**src/design/bmc_cfg.svh**
```systemverilog
`ifndef BMC_CFG_SVH
`define BMC_CFG_SVH

// ------------------------------------------------------------
// Wait-state counts, in sys_clk cycles after the cycle start
// ------------------------------------------------------------
`define BMC_MEM_WS0 4'h4
`define BMC_MEM_WS1 4'h2
`define BMC_MEM_WS2 4'h1
`define BMC_MEM_WS3 4'h1
`define BMC_IO_WS0 4'h3
`define BMC_IO_WS1 4'h5
`define BMC_IO_WS2 4'h3
`define BMC_IO_WS3 4'h1
`define BMC_INTA_WS 4'h3

// ------------------------------------------------------------
// Decoder field positions
// ------------------------------------------------------------
`define BMC_IO_SEL_LSB 3
`define BMC_TOP_BIT 31

// ------------------------------------------------------------
// Reset values
// ------------------------------------------------------------
`define BMC_RST_CS_N 4'hf
`define BMC_RST_CNT 4'h0

`endif

```
**src/design/bmc_pkg.sv**
```systemverilog
package bmc_pkg;
    // Encoding follows {mem_io, data_code, write_read} of the processor
    typedef enum logic [2:0] {
        CT_INT_ACK, CT_HALT, CT_IO_RD, CT_IO_WR,
        CT_CODE_RD, CT_RSVD, CT_MEM_RD, CT_MEM_WR
    } bmc_cyc_t;

    typedef enum logic [1:0] {
        TRK_IDLE, TRK_WAIT, TRK_DONE
    } bmc_trk_state_t;
endpackage

```
**src/design/bmc_bus_control.sv**
```systemverilog
`include "bmc_cfg.svh"

// ------------------------------------------------------------
// Cycle tracker: follows bus cycles, latches, decodes, counts
// ------------------------------------------------------------
module bmc_cycle_tracker #(
    parameter int WS_W = 4
) (
    input wire logic sys_clk,
    input wire logic rst,
    input wire logic addr_strobe_n,
    input wire logic [31:2] proc_addr,
    input wire bmc_pkg::bmc_cyc_t proc_cyc,
    input wire logic ready_n,
    output logic latch_capture_input,
    output logic latch_oe_n,
    output logic [31:2] latched_addr,
    output bmc_pkg::bmc_cyc_t cyc_type,
    output logic [3:0] mem_cs_n,
    output logic [3:0] io_cs_n,
    output logic cyc_start,
    output logic wait_done_n,
    output logic next_addr_request_n,
    output logic half_width_bus_n
);
    import bmc_pkg::*;

    typedef struct packed {
        bmc_trk_state_t state;
        logic [WS_W-1:0] cnt;
        logic [WS_W-1:0] target;
        logic [31:2] addr;
        bmc_cyc_t cyc;
        logic [3:0] mem_cs_n;
        logic [3:0] io_cs_n;
        logic le;
        logic oe_n;
        logic start;
        logic wdone_n;
        logic na_n;
        logic half_n;
        logic pend;
        logic [31:2] p_addr;
        bmc_cyc_t p_cyc;
    } bmc_trk_t;

    bmc_trk_t s, next_s;

    generate
        if (WS_W < 4) begin : g_chk
            $error("WS_W too narrow for wait-state counts");
        end
    endgenerate

    // Parameter for half-width memory selects (none by default)
    localparam logic [3:0] HALF_MEM = 4'h0;

    // Reserved status is not a memory cycle, so it takes the default count
    function automatic logic is_mem(input bmc_cyc_t c);
        return c == CT_MEM_RD || c == CT_CODE_RD || c == CT_MEM_WR;
    endfunction

    function automatic logic [1:0] io_sel(input logic [31:2] a);
        return a[`BMC_IO_SEL_LSB+1 -: 2];
    endfunction

    // Wait count chosen by the decoded select
    function automatic logic [WS_W-1:0] ws_of(input logic [31:2] a,
                                              input bmc_cyc_t c);
        logic [WS_W-1:0] w;
        w = WS_W'(`BMC_INTA_WS);
        if (is_mem(c)) begin
            case (a[`BMC_TOP_BIT])
                1'b0: w = WS_W'(`BMC_MEM_WS0);
                default: w = WS_W'(`BMC_MEM_WS1);
            endcase
        end else if (c == CT_IO_RD || c == CT_IO_WR) begin
            case (io_sel(a))
                2'd0: w = WS_W'(`BMC_IO_WS0);
                2'd1: w = WS_W'(`BMC_IO_WS1);
                2'd2: w = WS_W'(`BMC_IO_WS2);
                default: w = WS_W'(`BMC_IO_WS3);
            endcase
        end
        return w;
    endfunction

    // Start a cycle: decode ahead of the latch, then latch together
    function automatic bmc_trk_t launch(input bmc_trk_t t,
                                        input logic [31:2] a,
                                        input bmc_cyc_t c);
        bmc_trk_t r;
        logic [1:0] mi;
        r = t;
        mi = {1'b0, a[`BMC_TOP_BIT]};
        r.state = TRK_WAIT;
        r.addr = a;
        r.cyc = c;
        r.le = 1'b1;
        r.start = 1'b1;
        r.cnt = WS_W'(`BMC_RST_CNT);
        r.target = ws_of(a, c);
        r.mem_cs_n = `BMC_RST_CS_N;
        r.io_cs_n = `BMC_RST_CS_N;
        if (is_mem(c)) begin
            r.mem_cs_n[mi] = 1'b0;
        end else if (c == CT_IO_RD || c == CT_IO_WR) begin
            r.io_cs_n[io_sel(a)] = 1'b0;
        end
        r.half_n = ~(is_mem(c) && HALF_MEM[mi]);
        return r;
    endfunction

    // Next state: pipelined addresses wait in a pending slot
    always_comb begin
        next_s = s;
        next_s.le = 1'b0;
        next_s.start = 1'b0;
        next_s.oe_n = 1'b0;
        next_s.na_n = 1'b1;
        case (s.state)
            TRK_IDLE: begin
                if (!addr_strobe_n) begin
                    next_s = launch(next_s, proc_addr, proc_cyc);
                end
            end
            TRK_WAIT: begin
                if (!addr_strobe_n && !s.pend) begin
                    next_s.pend = 1'b1;
                    next_s.p_addr = proc_addr;
                    next_s.p_cyc = proc_cyc;
                end
                if (s.cnt == s.target) begin
                    next_s.wdone_n = 1'b0;
                    next_s.state = TRK_DONE;
                end else begin
                    next_s.cnt = s.cnt + WS_W'(1);
                    // Ask for the next address only on full-width cycles
                    next_s.na_n = ~(s.half_n && !s.pend);
                end
            end
            TRK_DONE: begin
                if (!addr_strobe_n && !s.pend) begin
                    next_s.pend = 1'b1;
                    next_s.p_addr = proc_addr;
                    next_s.p_cyc = proc_cyc;
                end
                if (!ready_n) begin
                    next_s.wdone_n = 1'b1;
                    next_s.state = TRK_IDLE;
                    next_s.pend = 1'b0;
                    if (s.pend) begin
                        next_s = launch(next_s, s.p_addr, s.p_cyc);
                    end else if (!addr_strobe_n) begin
                        next_s = launch(next_s, proc_addr, proc_cyc);
                    end
                end
            end
            default: next_s.state = TRK_IDLE;
        endcase
    end

    // State register
    always_ff @(posedge sys_clk or posedge rst) begin
        if (rst) begin
            s <= '0;
            s.state <= TRK_IDLE;
            s.mem_cs_n <= `BMC_RST_CS_N;
            s.io_cs_n <= `BMC_RST_CS_N;
            s.wdone_n <= 1'b1;
            s.na_n <= 1'b1;
            s.half_n <= 1'b1;
        end else begin
            s <= next_s;
        end
    end

    assign latch_capture_input = s.le;
    assign latch_oe_n = s.oe_n;
    assign latched_addr = s.addr;
    assign cyc_type = s.cyc;
    assign mem_cs_n = s.mem_cs_n;
    assign io_cs_n = s.io_cs_n;
    assign cyc_start = s.start;
    assign wait_done_n = s.wdone_n;
    assign next_addr_request_n = s.na_n;
    assign half_width_bus_n = s.half_n;
endmodule

// ------------------------------------------------------------
// Signal generator: commands, transceiver control, ready
// ------------------------------------------------------------
module bmc_control_signal_gen (
    input wire logic sys_clk,
    input wire logic rst,
    input wire logic cyc_start,
    input wire bmc_pkg::bmc_cyc_t cyc_type,
    input wire logic wait_done_n,
    output logic mem_read_cmd_n,
    output logic io_read_cmd_n,
    output logic io_write_cmd_n,
    output logic int_ack_n,
    output logic xcvr_enable_n,
    output logic xcvr_direction,
    output logic ready_n
);
    import bmc_pkg::*;

    typedef struct packed {
        logic mrd_n;
        logic io_read_cmd_n_n;
        logic io_write_cmd_n_n;
        logic inta_n;
        logic den_n;
        logic dir;
        logic rdy_n;
    } bmc_gen_t;

    bmc_gen_t g, next_g;

    // Commands open with the cycle and close when ready is given
    always_comb begin
        next_g = g;
        if (!g.rdy_n) begin
            next_g.rdy_n = 1'b1;
            next_g.mrd_n = 1'b1;
            next_g.io_read_cmd_n_n = 1'b1;
            next_g.io_write_cmd_n_n = 1'b1;
            next_g.inta_n = 1'b1;
            next_g.den_n = 1'b1;
        end else if (!wait_done_n) begin
            next_g.rdy_n = 1'b0;
        end
        if (cyc_start) begin
            next_g.dir = cyc_type[0];
            // Halt and reserved cycles move no data, transceivers stay off
            next_g.den_n = (cyc_type == CT_HALT || cyc_type == CT_RSVD);
            case (cyc_type)
                CT_MEM_RD, CT_CODE_RD: next_g.mrd_n = 1'b0;
                CT_IO_RD: next_g.io_read_cmd_n_n = 1'b0;
                CT_IO_WR: next_g.io_write_cmd_n_n = 1'b0;
                CT_INT_ACK: next_g.inta_n = 1'b0;
                default: next_g.mrd_n = 1'b1;
            endcase
        end
    end

    // State register
    always_ff @(posedge sys_clk or posedge rst) begin
        if (rst) begin
            g <= '1;
            g.dir <= 1'b0;
        end else begin
            g <= next_g;
        end
    end

    assign mem_read_cmd_n = g.mrd_n;
    assign io_read_cmd_n = g.io_read_cmd_n_n;
    assign io_write_cmd_n = g.io_write_cmd_n_n;
    assign int_ack_n = g.inta_n;
    assign xcvr_enable_n = g.den_n;
    assign xcvr_direction = g.dir;
    assign ready_n = g.rdy_n;
endmodule

// ------------------------------------------------------------
// Top: bus control between processor bus and slow devices
// ------------------------------------------------------------
// Behaviour
// - Pulse the address latch capture at every cycle start.
// - Address latch output enable stays active all the time.
// - Latched address holds for the cycle despite pipelined addresses.
// - Chip selects decoded early are latched with the address.
// - Two decoders: one-of-four I/O selects, memory selects 0 and 1 only.
// - The top address bit alone picks the memory device.
// - Decoded selects choose the wait-state count.
// - Transceiver direction high for writes, low for reads.
// - Direction is the latched write/read status.
// - Drive the active-low transceiver enable.
// - Data path covers 32 bits as four byte lanes.
// - Decode status outputs into the one matching command.
// - Memory data and code reads raise the memory read command.
// - I/O reads raise the I/O read command.
// - I/O writes raise the I/O write command.
// - Interrupt-acknowledge cycles raise the interrupt acknowledge.
// - Count wait states, flag done at the device's count.
// - Drive the processor's active-low ready to end cycles.
// - Split into cycle tracker and signal generator.
// - Drive the next-address request.
// - Never request next address on half-width cycles.
module bmc_bus_control (
    input wire logic sys_clk,
    input wire logic rst,
    input wire logic addr_strobe_n,
    input wire logic [31:2] proc_addr,
    input wire logic proc_mem_io,
    input wire logic proc_data_code,
    input wire logic proc_write_read,
    output logic latch_capture_input,
    output logic latch_oe_n,
    output logic [31:2] latched_addr,
    output logic [3:0] mem_cs_n,
    output logic [3:0] io_cs_n,
    output logic [3:0] lane_enable_n,
    output logic xcvr_direction,
    output logic xcvr_enable_n,
    output logic mem_read_cmd_n,
    output logic io_read_cmd_n,
    output logic io_write_cmd_n,
    output logic int_ack_n,
    output logic wait_done_n,
    output logic ready_n,
    output logic next_addr_request_n,
    output logic half_width_bus_n
);
    import bmc_pkg::*;

    bmc_cyc_t cyc_type;
    logic cyc_start;
    logic den_n;

    // Tracker and generator share only start, type, done and ready
    bmc_cycle_tracker #(.WS_W(4)) u_trk (
        .sys_clk(sys_clk),
        .rst(rst),
        .addr_strobe_n(addr_strobe_n),
        .proc_addr(proc_addr),
        .proc_cyc(bmc_cyc_t'({proc_mem_io, proc_data_code,
                               proc_write_read})),
        .ready_n(ready_n),
        .latch_capture_input(latch_capture_input),
        .latch_oe_n(latch_oe_n),
        .latched_addr(latched_addr),
        .cyc_type(cyc_type),
        .mem_cs_n(mem_cs_n),
        .io_cs_n(io_cs_n),
        .cyc_start(cyc_start),
        .wait_done_n(wait_done_n),
        .next_addr_request_n(next_addr_request_n),
        .half_width_bus_n(half_width_bus_n)
    );

    bmc_control_signal_gen u_gen (
        .sys_clk(sys_clk),
        .rst(rst),
        .cyc_start(cyc_start),
        .cyc_type(cyc_type),
        .wait_done_n(wait_done_n),
        .mem_read_cmd_n(mem_read_cmd_n),
        .io_read_cmd_n(io_read_cmd_n),
        .io_write_cmd_n(io_write_cmd_n),
        .int_ack_n(int_ack_n),
        .xcvr_enable_n(den_n),
        .xcvr_direction(xcvr_direction),
        .ready_n(ready_n)
    );

    // One enable per byte-wide transceiver, all four move together
    assign lane_enable_n = {4{den_n}};
    assign xcvr_enable_n = den_n;
endmodule

```
**config.mk**
```make
export PLATFORM = sky130hd
export DESIGN_NAME = bmc_bus_control
export DESIGN_NICKNAME = d
export VERILOG_FILES = /design/src/design/bmc_pkg.sv /design/src/design/bmc_bus_control.sv
export VERILOG_INCLUDE_DIRS = /design/src /design/src/design
export SDC_FILE = /design/constraint.sdc
export NUM_CORES = 1
export LEC_CHECK = 0
export BUFFER_PORTS_ARGS = -buffer_cell sky130_fd_sc_hd__buf_2
export CORE_AREA = 4 4 75 146
export CTS_BUF_LIST = sky130_fd_sc_hd__clkbuf_2 sky130_fd_sc_hd__clkbuf_4 sky130_fd_sc_hd__clkbuf_8
export CTS_CLUSTER_DIAMETER = 150
export DETAILED_ROUTE_END_ITERATION = 8
export DIE_AREA = 0 0 79 150
export GPL_ROUTABILITY_DRIVEN = 1
export PLACE_DENSITY_LB_ADDON = 0.15
export SYNTH_ARGS = -nofsm -noshare
export SYNTH_HDL_FRONTEND = slang
export SYNTH_HIERARCHICAL = 1
export SYNTH_SLANG_ARGS = --single-unit
```
**constraint.sdc**
```tcl
create_clock -name sys_clk -period 3.33 [get_ports sys_clk]
set_input_delay 0.666 -clock sys_clk [delete_from_list [all_inputs] [get_ports sys_clk]]
set_output_delay 0.666 -clock sys_clk [all_outputs]
set_load 0.05 [all_outputs]
```
==> flow_summary.yaml, run 1 <==
floorplan:
  coreArea_mm2: 0.00983
  start_util_pct: 48.5
  fp.dieW_um: 79
  die-area_mm2: 0.0119
  die_h_um: 150
  io_pins: 90
  rows: 51
cts:
  insertion_delay_ns: 0.36
  cts_tree: "done"
  cts.repair.resized: 0
  clock_path_buffers: 2
  clock_sinks: 94
  clkTransAtPathRegs_ns: 0.09
  numCtsBuffers: 9
  clockRootBuffer: "clkbuf_8"
  hold_buffers: 0
  cts_max_level: 3
  post_cts_buffers: 0
yosys:
  yosysTopAreaCellShare_pct: 41.0
  synth_top_area_cell: "dfrtp_1"
  yosys-top-cells-area: "dfrtp_1, dfstp_2, buf_4"
  syn_inst: 458
  yosysSeqAreaShare_pct: 49.8
  ys_types: 55
  ys_async_sr_fraction_pct: 100
  avgSynthCellArea_um2: 10.4
  ys_seq_elements: 94
  synth_top_flop_cell: "dfrtp_1"
  synth_edf_count: 0
  synth_warnings: 6
  synth_area_mm2: 0.00476
  synth_nets: 499
critical_path:
  crit_path_start_kind: "flop"
  crit_path_max_fanout: 30
  end_kind: "flop"
  required_ns: 3.61
  path_cells: "inv_1 -> ha_1 -> nand2b_1 -> nor2_2 -> a21o_1 -> buf_12 -> nor2_1 -> a31oi_1"
  critPathArrivalTime_ns: 2.69
  worstSetupPathType: "flop to flop"
  rr_worst_depth: 8
  cp_slowest_cell: "a21o_1"
  slowest_delay_ns: 0.52
routing:
  drt_first_pass_iters: 4
  final_antenna_net_count: 0
  drt-total-wl_mm: 10.5
  dr_total_vias: 3376
  drt_iter0_drc: 163
  viasPerCell: 5.38
  drc: 0
  wl_per_cell_um: 16.7
run:
  cap_violations: 0
global_route:
  grt_max_degree: 48
  antenna_found_initial: 0
  grt-ovfl-total: 0
  grt.total_usage_pct: 18.9
  first_global_vias: 3580
  grt_pass1_wl_mm: 17.6
final_layout:
  multi_input_area_mm2: 0.00178
  fillers: 949
  final_layout_size_suffix_gt1_share_pct: 29.1
  post-route-util_pct: 52.2
  n_antenna_cell: 0
  seq_area_mm2: 0.00237
  area_growth_pct: 7.75
  fin_nets: 531
timing:
  worst_slew_margin_rel_pct: 40.6
  drv_slew: 0
  min_period_over_period_pct: 72.3
  min_period_ns: 2.41
  clock.fmax_mhz: 415
  hold_viol: 0
  rsz0062_at_grt: "no"
  final-setup-viol-count: 0
  fin_tns_setup_ns: 0
  worstMarginPinSlew_ns: 0.889
  finClkSkew_ns: 0.00873
hold_path:
  hold_class: "primary input to async pin"
placed_design:
  numPortBuffers: 88
  gp_congestion: 0.862
  hpwl_mm: 7.39
status:
  status: "finished, final reports clean"
==> critical path: cells and delay by family, from the launching register on <==
family                   cells  cell delay [ns]
AO/OA/AOI/OAI                2             0.66
AND/OR/NAND/NOR              3             0.46
flip-flops                   1             0.41
adder cells (fa/ha/maj)      1             0.39
buffers and inverters        2             0.38
==> cells in the mapped netlist (2+ instances only) <==
cell and n:
a21oi_1 20, a221oi_1 34, a31oi_1 5, a32oi_1 3
and3_1 2, buf_2 3, buf_4 53, buf_6 9
clkbuf_1 5, dfrtp_1 78, dfstp_2 16, ha_1 5
inv_1 21, mux2_1 24, mux2_2 6, nand2_1 13
nand2b_1 8, nand3_1 5, nor2_1 83, nor2b_1 4
nor2b_2 2, o21ai_0 21, o221ai_1 3, o2bb2ai_1 2
xor2_1 3
==> sequential cells by signal, indices dropped and copies added, names as in the netlist <==
name and count:
u_trk/s 43, u_trk/latched_addr 30, u_trk/io_cs_n 4, u_trk/cyc_type 3, u_trk/mem_cs_n 3, u_gen/int_ack_n 1, u_gen/io_read_cmd_n 1, u_gen/io_write_cmd_n 1
u_gen/mem_read_cmd_n 1, u_gen/ready_n 1, u_gen/xcvr_direction 1, u_gen/xcvr_enable_n 1, u_trk/half_width_bus_n 1, u_trk/latch_capture_input 1, u_trk/next_addr_request_n 1, u_trk/wait_done_n 1
==> cell families (layout without fill, tap and decap cells) <==
| family | Yosys count | in the layout | synth area share [%] |
|---|---|---|---|
| other cells | 1 | 1 | 0.0787 |
| buf+inv | 92 | 129 | 12.9 |
| flops | 94 | 94 | 49.8 |
| xor+xnor | 3 | 3 | 0.552 |
| fa+ha+maj | 5 | 5 | 1.31 |
| mux | 30 | 30 | 7.09 |
| compound gates | 100 | 100 | 14.9 |
| simple gates | 133 | 133 | 13.3 |
==> routing by layer <==
layer  GRT usage, %  vias to the layer above  routed length [um]
li1               -                     1611                   -
met1           21.7                     1671                4100
met2           33.5                       75                5690
met3           3.37                       19                 417
met4           8.61                        0                 274
met5              0                        -                   0
==> placed cells by master (no fill, tap or decap), types with 5 or more instances in the layout <==
cell / synthesis / final
mux2_1: 24 / 24
nand3_1: 5 / 5
dfrtp_1: 78 / 78
a31oi_1: 5 / 5
buf_2: 3 / 88
inv_1: 21 / 20
nor2_1: 83 / 83
mux2_2: 6 / 6
nand2b_1: 8 / 8
o21ai_0: 21 / 21
dfstp_2: 16 / 16
nand2_1: 13 / 13
a21oi_1: 20 / 20
a221oi_1: 34 / 34
clkbuf_8: 0 / 9
ha_1: 5 / 5
==> final timing paths <==
check                                          to  slack (ns)                  from
setup / recovery                      u_trk/s[83]        0.92           u_trk/s[89]
min in group sys_clk         u_gen/io_write_cmd_n        0.46  u_gen/io_write_cmd_n
hold reg to reg              u_gen/io_write_cmd_n        0.46  u_gen/io_write_cmd_n
max in group asynchronous  u_trk/half_width_bus_n        2.20                   rst
hold / removal               u_gen/xcvr_direction        0.24                   rst
setup reg to reg                      u_trk/s[83]        0.92           u_trk/s[89]
==> through the flow <==
stage | setup WS (ns) | instances | hold slack (ns) | instance area, um^2
finish | 0.921 | 627 | 0.238 | 5130
global route | 0.663 | 627 | 0.243 | 5130
CTS | 0.903 | 627 | 0.232 | 5130
detailed placement | 0.894 | 611 | 0.452 | 4890
global placement | 0.998 | 611 | 0.447 | 4890
floorplan | 0.430 | 458 | 0.458 | 4760
==> cell type report <==
cell class,instances,share of cell area [%]
sequential,94,46.2
tap,132,3.22
clock inverter,5,1.95
clock buffer,11,2.71
inverter,22,1.63
timing repair buffer,91,9.51
multi-input combinational,272,34.8
Power of run 1 is left out: the tool's default activity adds up to more than one toggle a clock period on the data nets, which glitch-free logic cannot reach.
==> inputs of run 2 (changes only) <==
--- a/config.mk
+++ b/config.mk
@@ -6,12 +6,13 @@
 export SDC_FILE = /design/constraint.sdc
 export NUM_CORES = 1
 export LEC_CHECK = 0
+export ABC_AREA = 1
 export BUFFER_PORTS_ARGS = -buffer_cell sky130_fd_sc_hd__buf_2
-export CORE_AREA = 4 4 75 146
+export CORE_AREA = 4 4 76 148
 export CTS_BUF_LIST = sky130_fd_sc_hd__clkbuf_2 sky130_fd_sc_hd__clkbuf_4 sky130_fd_sc_hd__clkbuf_8
 export CTS_CLUSTER_DIAMETER = 150
 export DETAILED_ROUTE_END_ITERATION = 8
-export DIE_AREA = 0 0 79 150
+export DIE_AREA = 0 0 80 152
 export GPL_ROUTABILITY_DRIVEN = 1
 export PLACE_DENSITY_LB_ADDON = 0.15
 export SYNTH_ARGS = -nofsm -noshare
==> constraint.sdc (replaced) <==
create_clock -name sys_clk -period 2.3 [get_ports sys_clk]
set_input_delay 0.46 -clock sys_clk [delete_from_list [all_inputs] [get_ports sys_clk]]
set_output_delay 0.46 -clock sys_clk [all_outputs]
set_load 0.05 [all_outputs]
==> run 2 against run 1 <==
Effect of this change:
- sequential share of layout area shrank 2.3 points
- count of clock-buffer cells in the layout grew 1
- cell area grew 5.3%
- area after synthesis grew 4.2%
==> flow_summary.yaml, run 2 <==
yosys:
  avgSynthCellArea_um2: 8.54
  ys_types: 27
  synth_top_area_cell: "dfrtp_1"
  synth_top_flop_cell: "dfrtp_1"
  synth.most_common_cell: "nand3_1"
  synth_edf_count: 0
  synth_warnings: 6
  yosys-top-cells-area: "dfrtp_1, nand3_1, dfstp_2"
  synth_nets: 622
  yosysSeqAreaShare_pct: 47.8
  synth_area_mm2: 0.00496
  ys_seq_elements: 94
  yosysTopAreaCellShare_pct: 39.3
  syn_inst: 581
  synth_commonest_cells: "nand3_1, nand2_1, dfrtp_1"
  ys_async_sr_fraction_pct: 100
critical_path:
  required_ns: 2.54
  critPathArrivalTime_ns: 2.13
  rrSetupSlack_ns: 0.41
  crit_path_max_fanout: 38
  crit_path_start_kind: "flop"
  worstReg2RegStart: "u_trk/s[89]"
  end_kind: "flop"
  worstSetupPathType: "flop to flop"
  r2r-end: "u_trk/s[22]"
  rr_worst_depth: 7
pwr:
  switching_share_pct: 50.6
  power_frac_seq_pct: 34.7
  pwr-share-comb_pct: 53.3
  p_leak_nw: 2.59
  p_sw_w: 0.00442
  p_int_w: 0.00431
  clockPowerShare_pct: 12.0
  p_per_area_mw_per_mm2: 1610
  max-vdd-ir-drop_v: 0.000842
  total_power_w: 0.00873
floorplan:
  die-area_mm2: 0.0122
  coreArea_mm2: 0.0101
  io_pins: 90
  die_h_um: 152
  rows: 52
  fp.dieW_um: 80
  start_util_pct: 48.9
cts:
  insertion_delay_ns: 0.36
  cts.repair.resized: 0
  cts_tree: "done"
  clock_path_buffers: 2
  cts_max_level: 3
  clockRootBuffer: "clkbuf_8"
  clkTransAtPathRegs_ns: 0.09
  hold_buffers: 0
  post_cts_buffers: 0
  numCtsBuffers: 9
  clock_sinks: 94
timing:
  drv_slew: 0
  min_period_ns: 1.89
  hold_viol: 0
  min_period_over_period_pct: 82.1
  worstMarginPinSlew_ns: 0.624
  fin_tns_setup_ns: 0
  final-setup-viol-count: 0
  finClkSkew_ns: 0.0112
  clock.fmax_mhz: 529
  whs_ns: 0.0353
  worst_slew_margin_rel_pct: 58.3
  rsz0062_at_grt: "no"
status:
  status: "finished, final reports clean"
routing:
  wl_per_cell_um: 15.6
  dr_total_vias: 4015
  final_antenna_net_count: 0
  drt-total-wl_mm: 11.8
  viasPerCell: 5.30
  drc: 0
  drt_iter0_drc: 211
  drt_first_pass_iters: 5
final_layout:
  layout_commonest_cell: "nand3_1"
  n_antenna_cell: 0
  final_layout_size_suffix_gt1_share_pct: 27.3
  largest-register: "u_trk/s"
  area_growth_pct: 8.98
  largest_reg_flops: 43
  layout_common_cells: "nand3_1, nand2_1, buf_2, dfrtp_1, nor2_1"
  final_cell_area_mm2: 0.00541
  fin_nets: 658
  post-route-util_pct: 53.3
global_route:
  grt-ovfl-total: 0
  first_global_vias: 4036
  grt_pass1_wl_mm: 19.9
  antenna_found_initial: 0
  grt_max_degree: 55
  grt.total_usage_pct: 20.4
placed_design:
  hpwl_mm: 8.66
  placed_area_mm2: 0.00522
  gp_congestion: 0.879
  numPortBuffers: 88
hold_path:
  hold_class: "primary input to async pin"
run:
  cap_violations: 0
run 2: changes by cell type after synthesis, sizes merged, moves of 6 or more:
cell / before / now
nor2: 86 / 75
nand2: 14 / 93
nand2b: 9 / 0
nor2b: 6 / 0
nand3: 5 / 94
inv: 22 / 38
a31oi: 5 / 34
clkbuf: 5 / 13
a21oi: 22 / 12
a221oi: 34 / 0
run 2: critical path, cell delays in order (launching register included):
cell and delay [ns]:
dfrtp_1 0.41, inv_1 0.08, ha_1 0.34, inv_1 0.15
nor2_1 0.09, nand2_1 0.11, buf_12 0.23, mux2_2 0.37
run 2: stage by stage:
stage | setup slack [ns] | cells
6_report | 0.411 | 757
5_1_grt | 0.196 | 757
4_1_cts | 0.411 | 757
3_5_place_dp | 0.434 | 741
3_3_place_gp | 0.476 | 741
2_1_floorplan | 0.496 | 581
run 2: routing by layer:
| layer | up-vias | routed length [um] | track usage (%) |
|---|---|---|---|
| met5 | - | 0 | 0 |
| met4 | 0 | 437 | 9.51 |
| met3 | 32 | 458 | 3.85 |
| met2 | 94 | 6370 | 35.3 |
| met1 | 1931 | 4550 | 23.8 |
| li1 | 1958 | - | - |
run 2: cells by family (layout without fill, tap and decap cells):
group	Yosys count	after routing	synth area share (%)
buffers and inverters	115	156	13.4
AOI/OAI and AO/OA	65	65	7.44
muxes	27	27	6.13
and+or+nand+nor	274	274	23.9
other	1	1	0.0756
adders and majority gates	5	5	1.26
DFF	94	94	47.8
run 2: how the worst max path moves through the flow:
| stage | slack (ns) | from | depth (start not counted) | to |
|---|---|---|---|---|
| after floorplan | 0.50 | u_trk/s[89] | 8 | u_trk/s[10] |
| after global placement | 0.48 | u_trk/s[89] | 7 | u_trk/s[20] |
| after detailed placement | 0.43 | u_trk/s[89] | 7 | u_trk/s[7] |
| after CTS | 0.41 | u_trk/s[89] | 7 | u_trk/s[7] |
| after global routing | 0.20 | u_trk/s[90] | 8 | u_trk/s[81] |
| final | 0.41 | u_trk/s[89] | 7 | u_trk/s[22] |
run 2: final cells by class:
type | count | area, um^2
flip-flops and latches | 94 | 2370
clock buffers | 12 | 159
repair buffers | 102 | 596
fillers | 1039 | 4740
inverters | 38 | 146
multi-input cells | 372 | 1930
well taps | 135 | 169
clock inverters | 4 | 30.0
run 2: power groups by stage:
stage               sequential [W]  clock (W)  combinational [W]
floorplan                  0.00314          0            0.00404
global placement           0.00304          0            0.00460
detailed placement         0.00307          0            0.00469
CTS                        0.00304    0.00109            0.00471
global route               0.00313    0.00115            0.00510
finish                     0.00303    0.00105            0.00465
(Power assumes the default switching activity.)
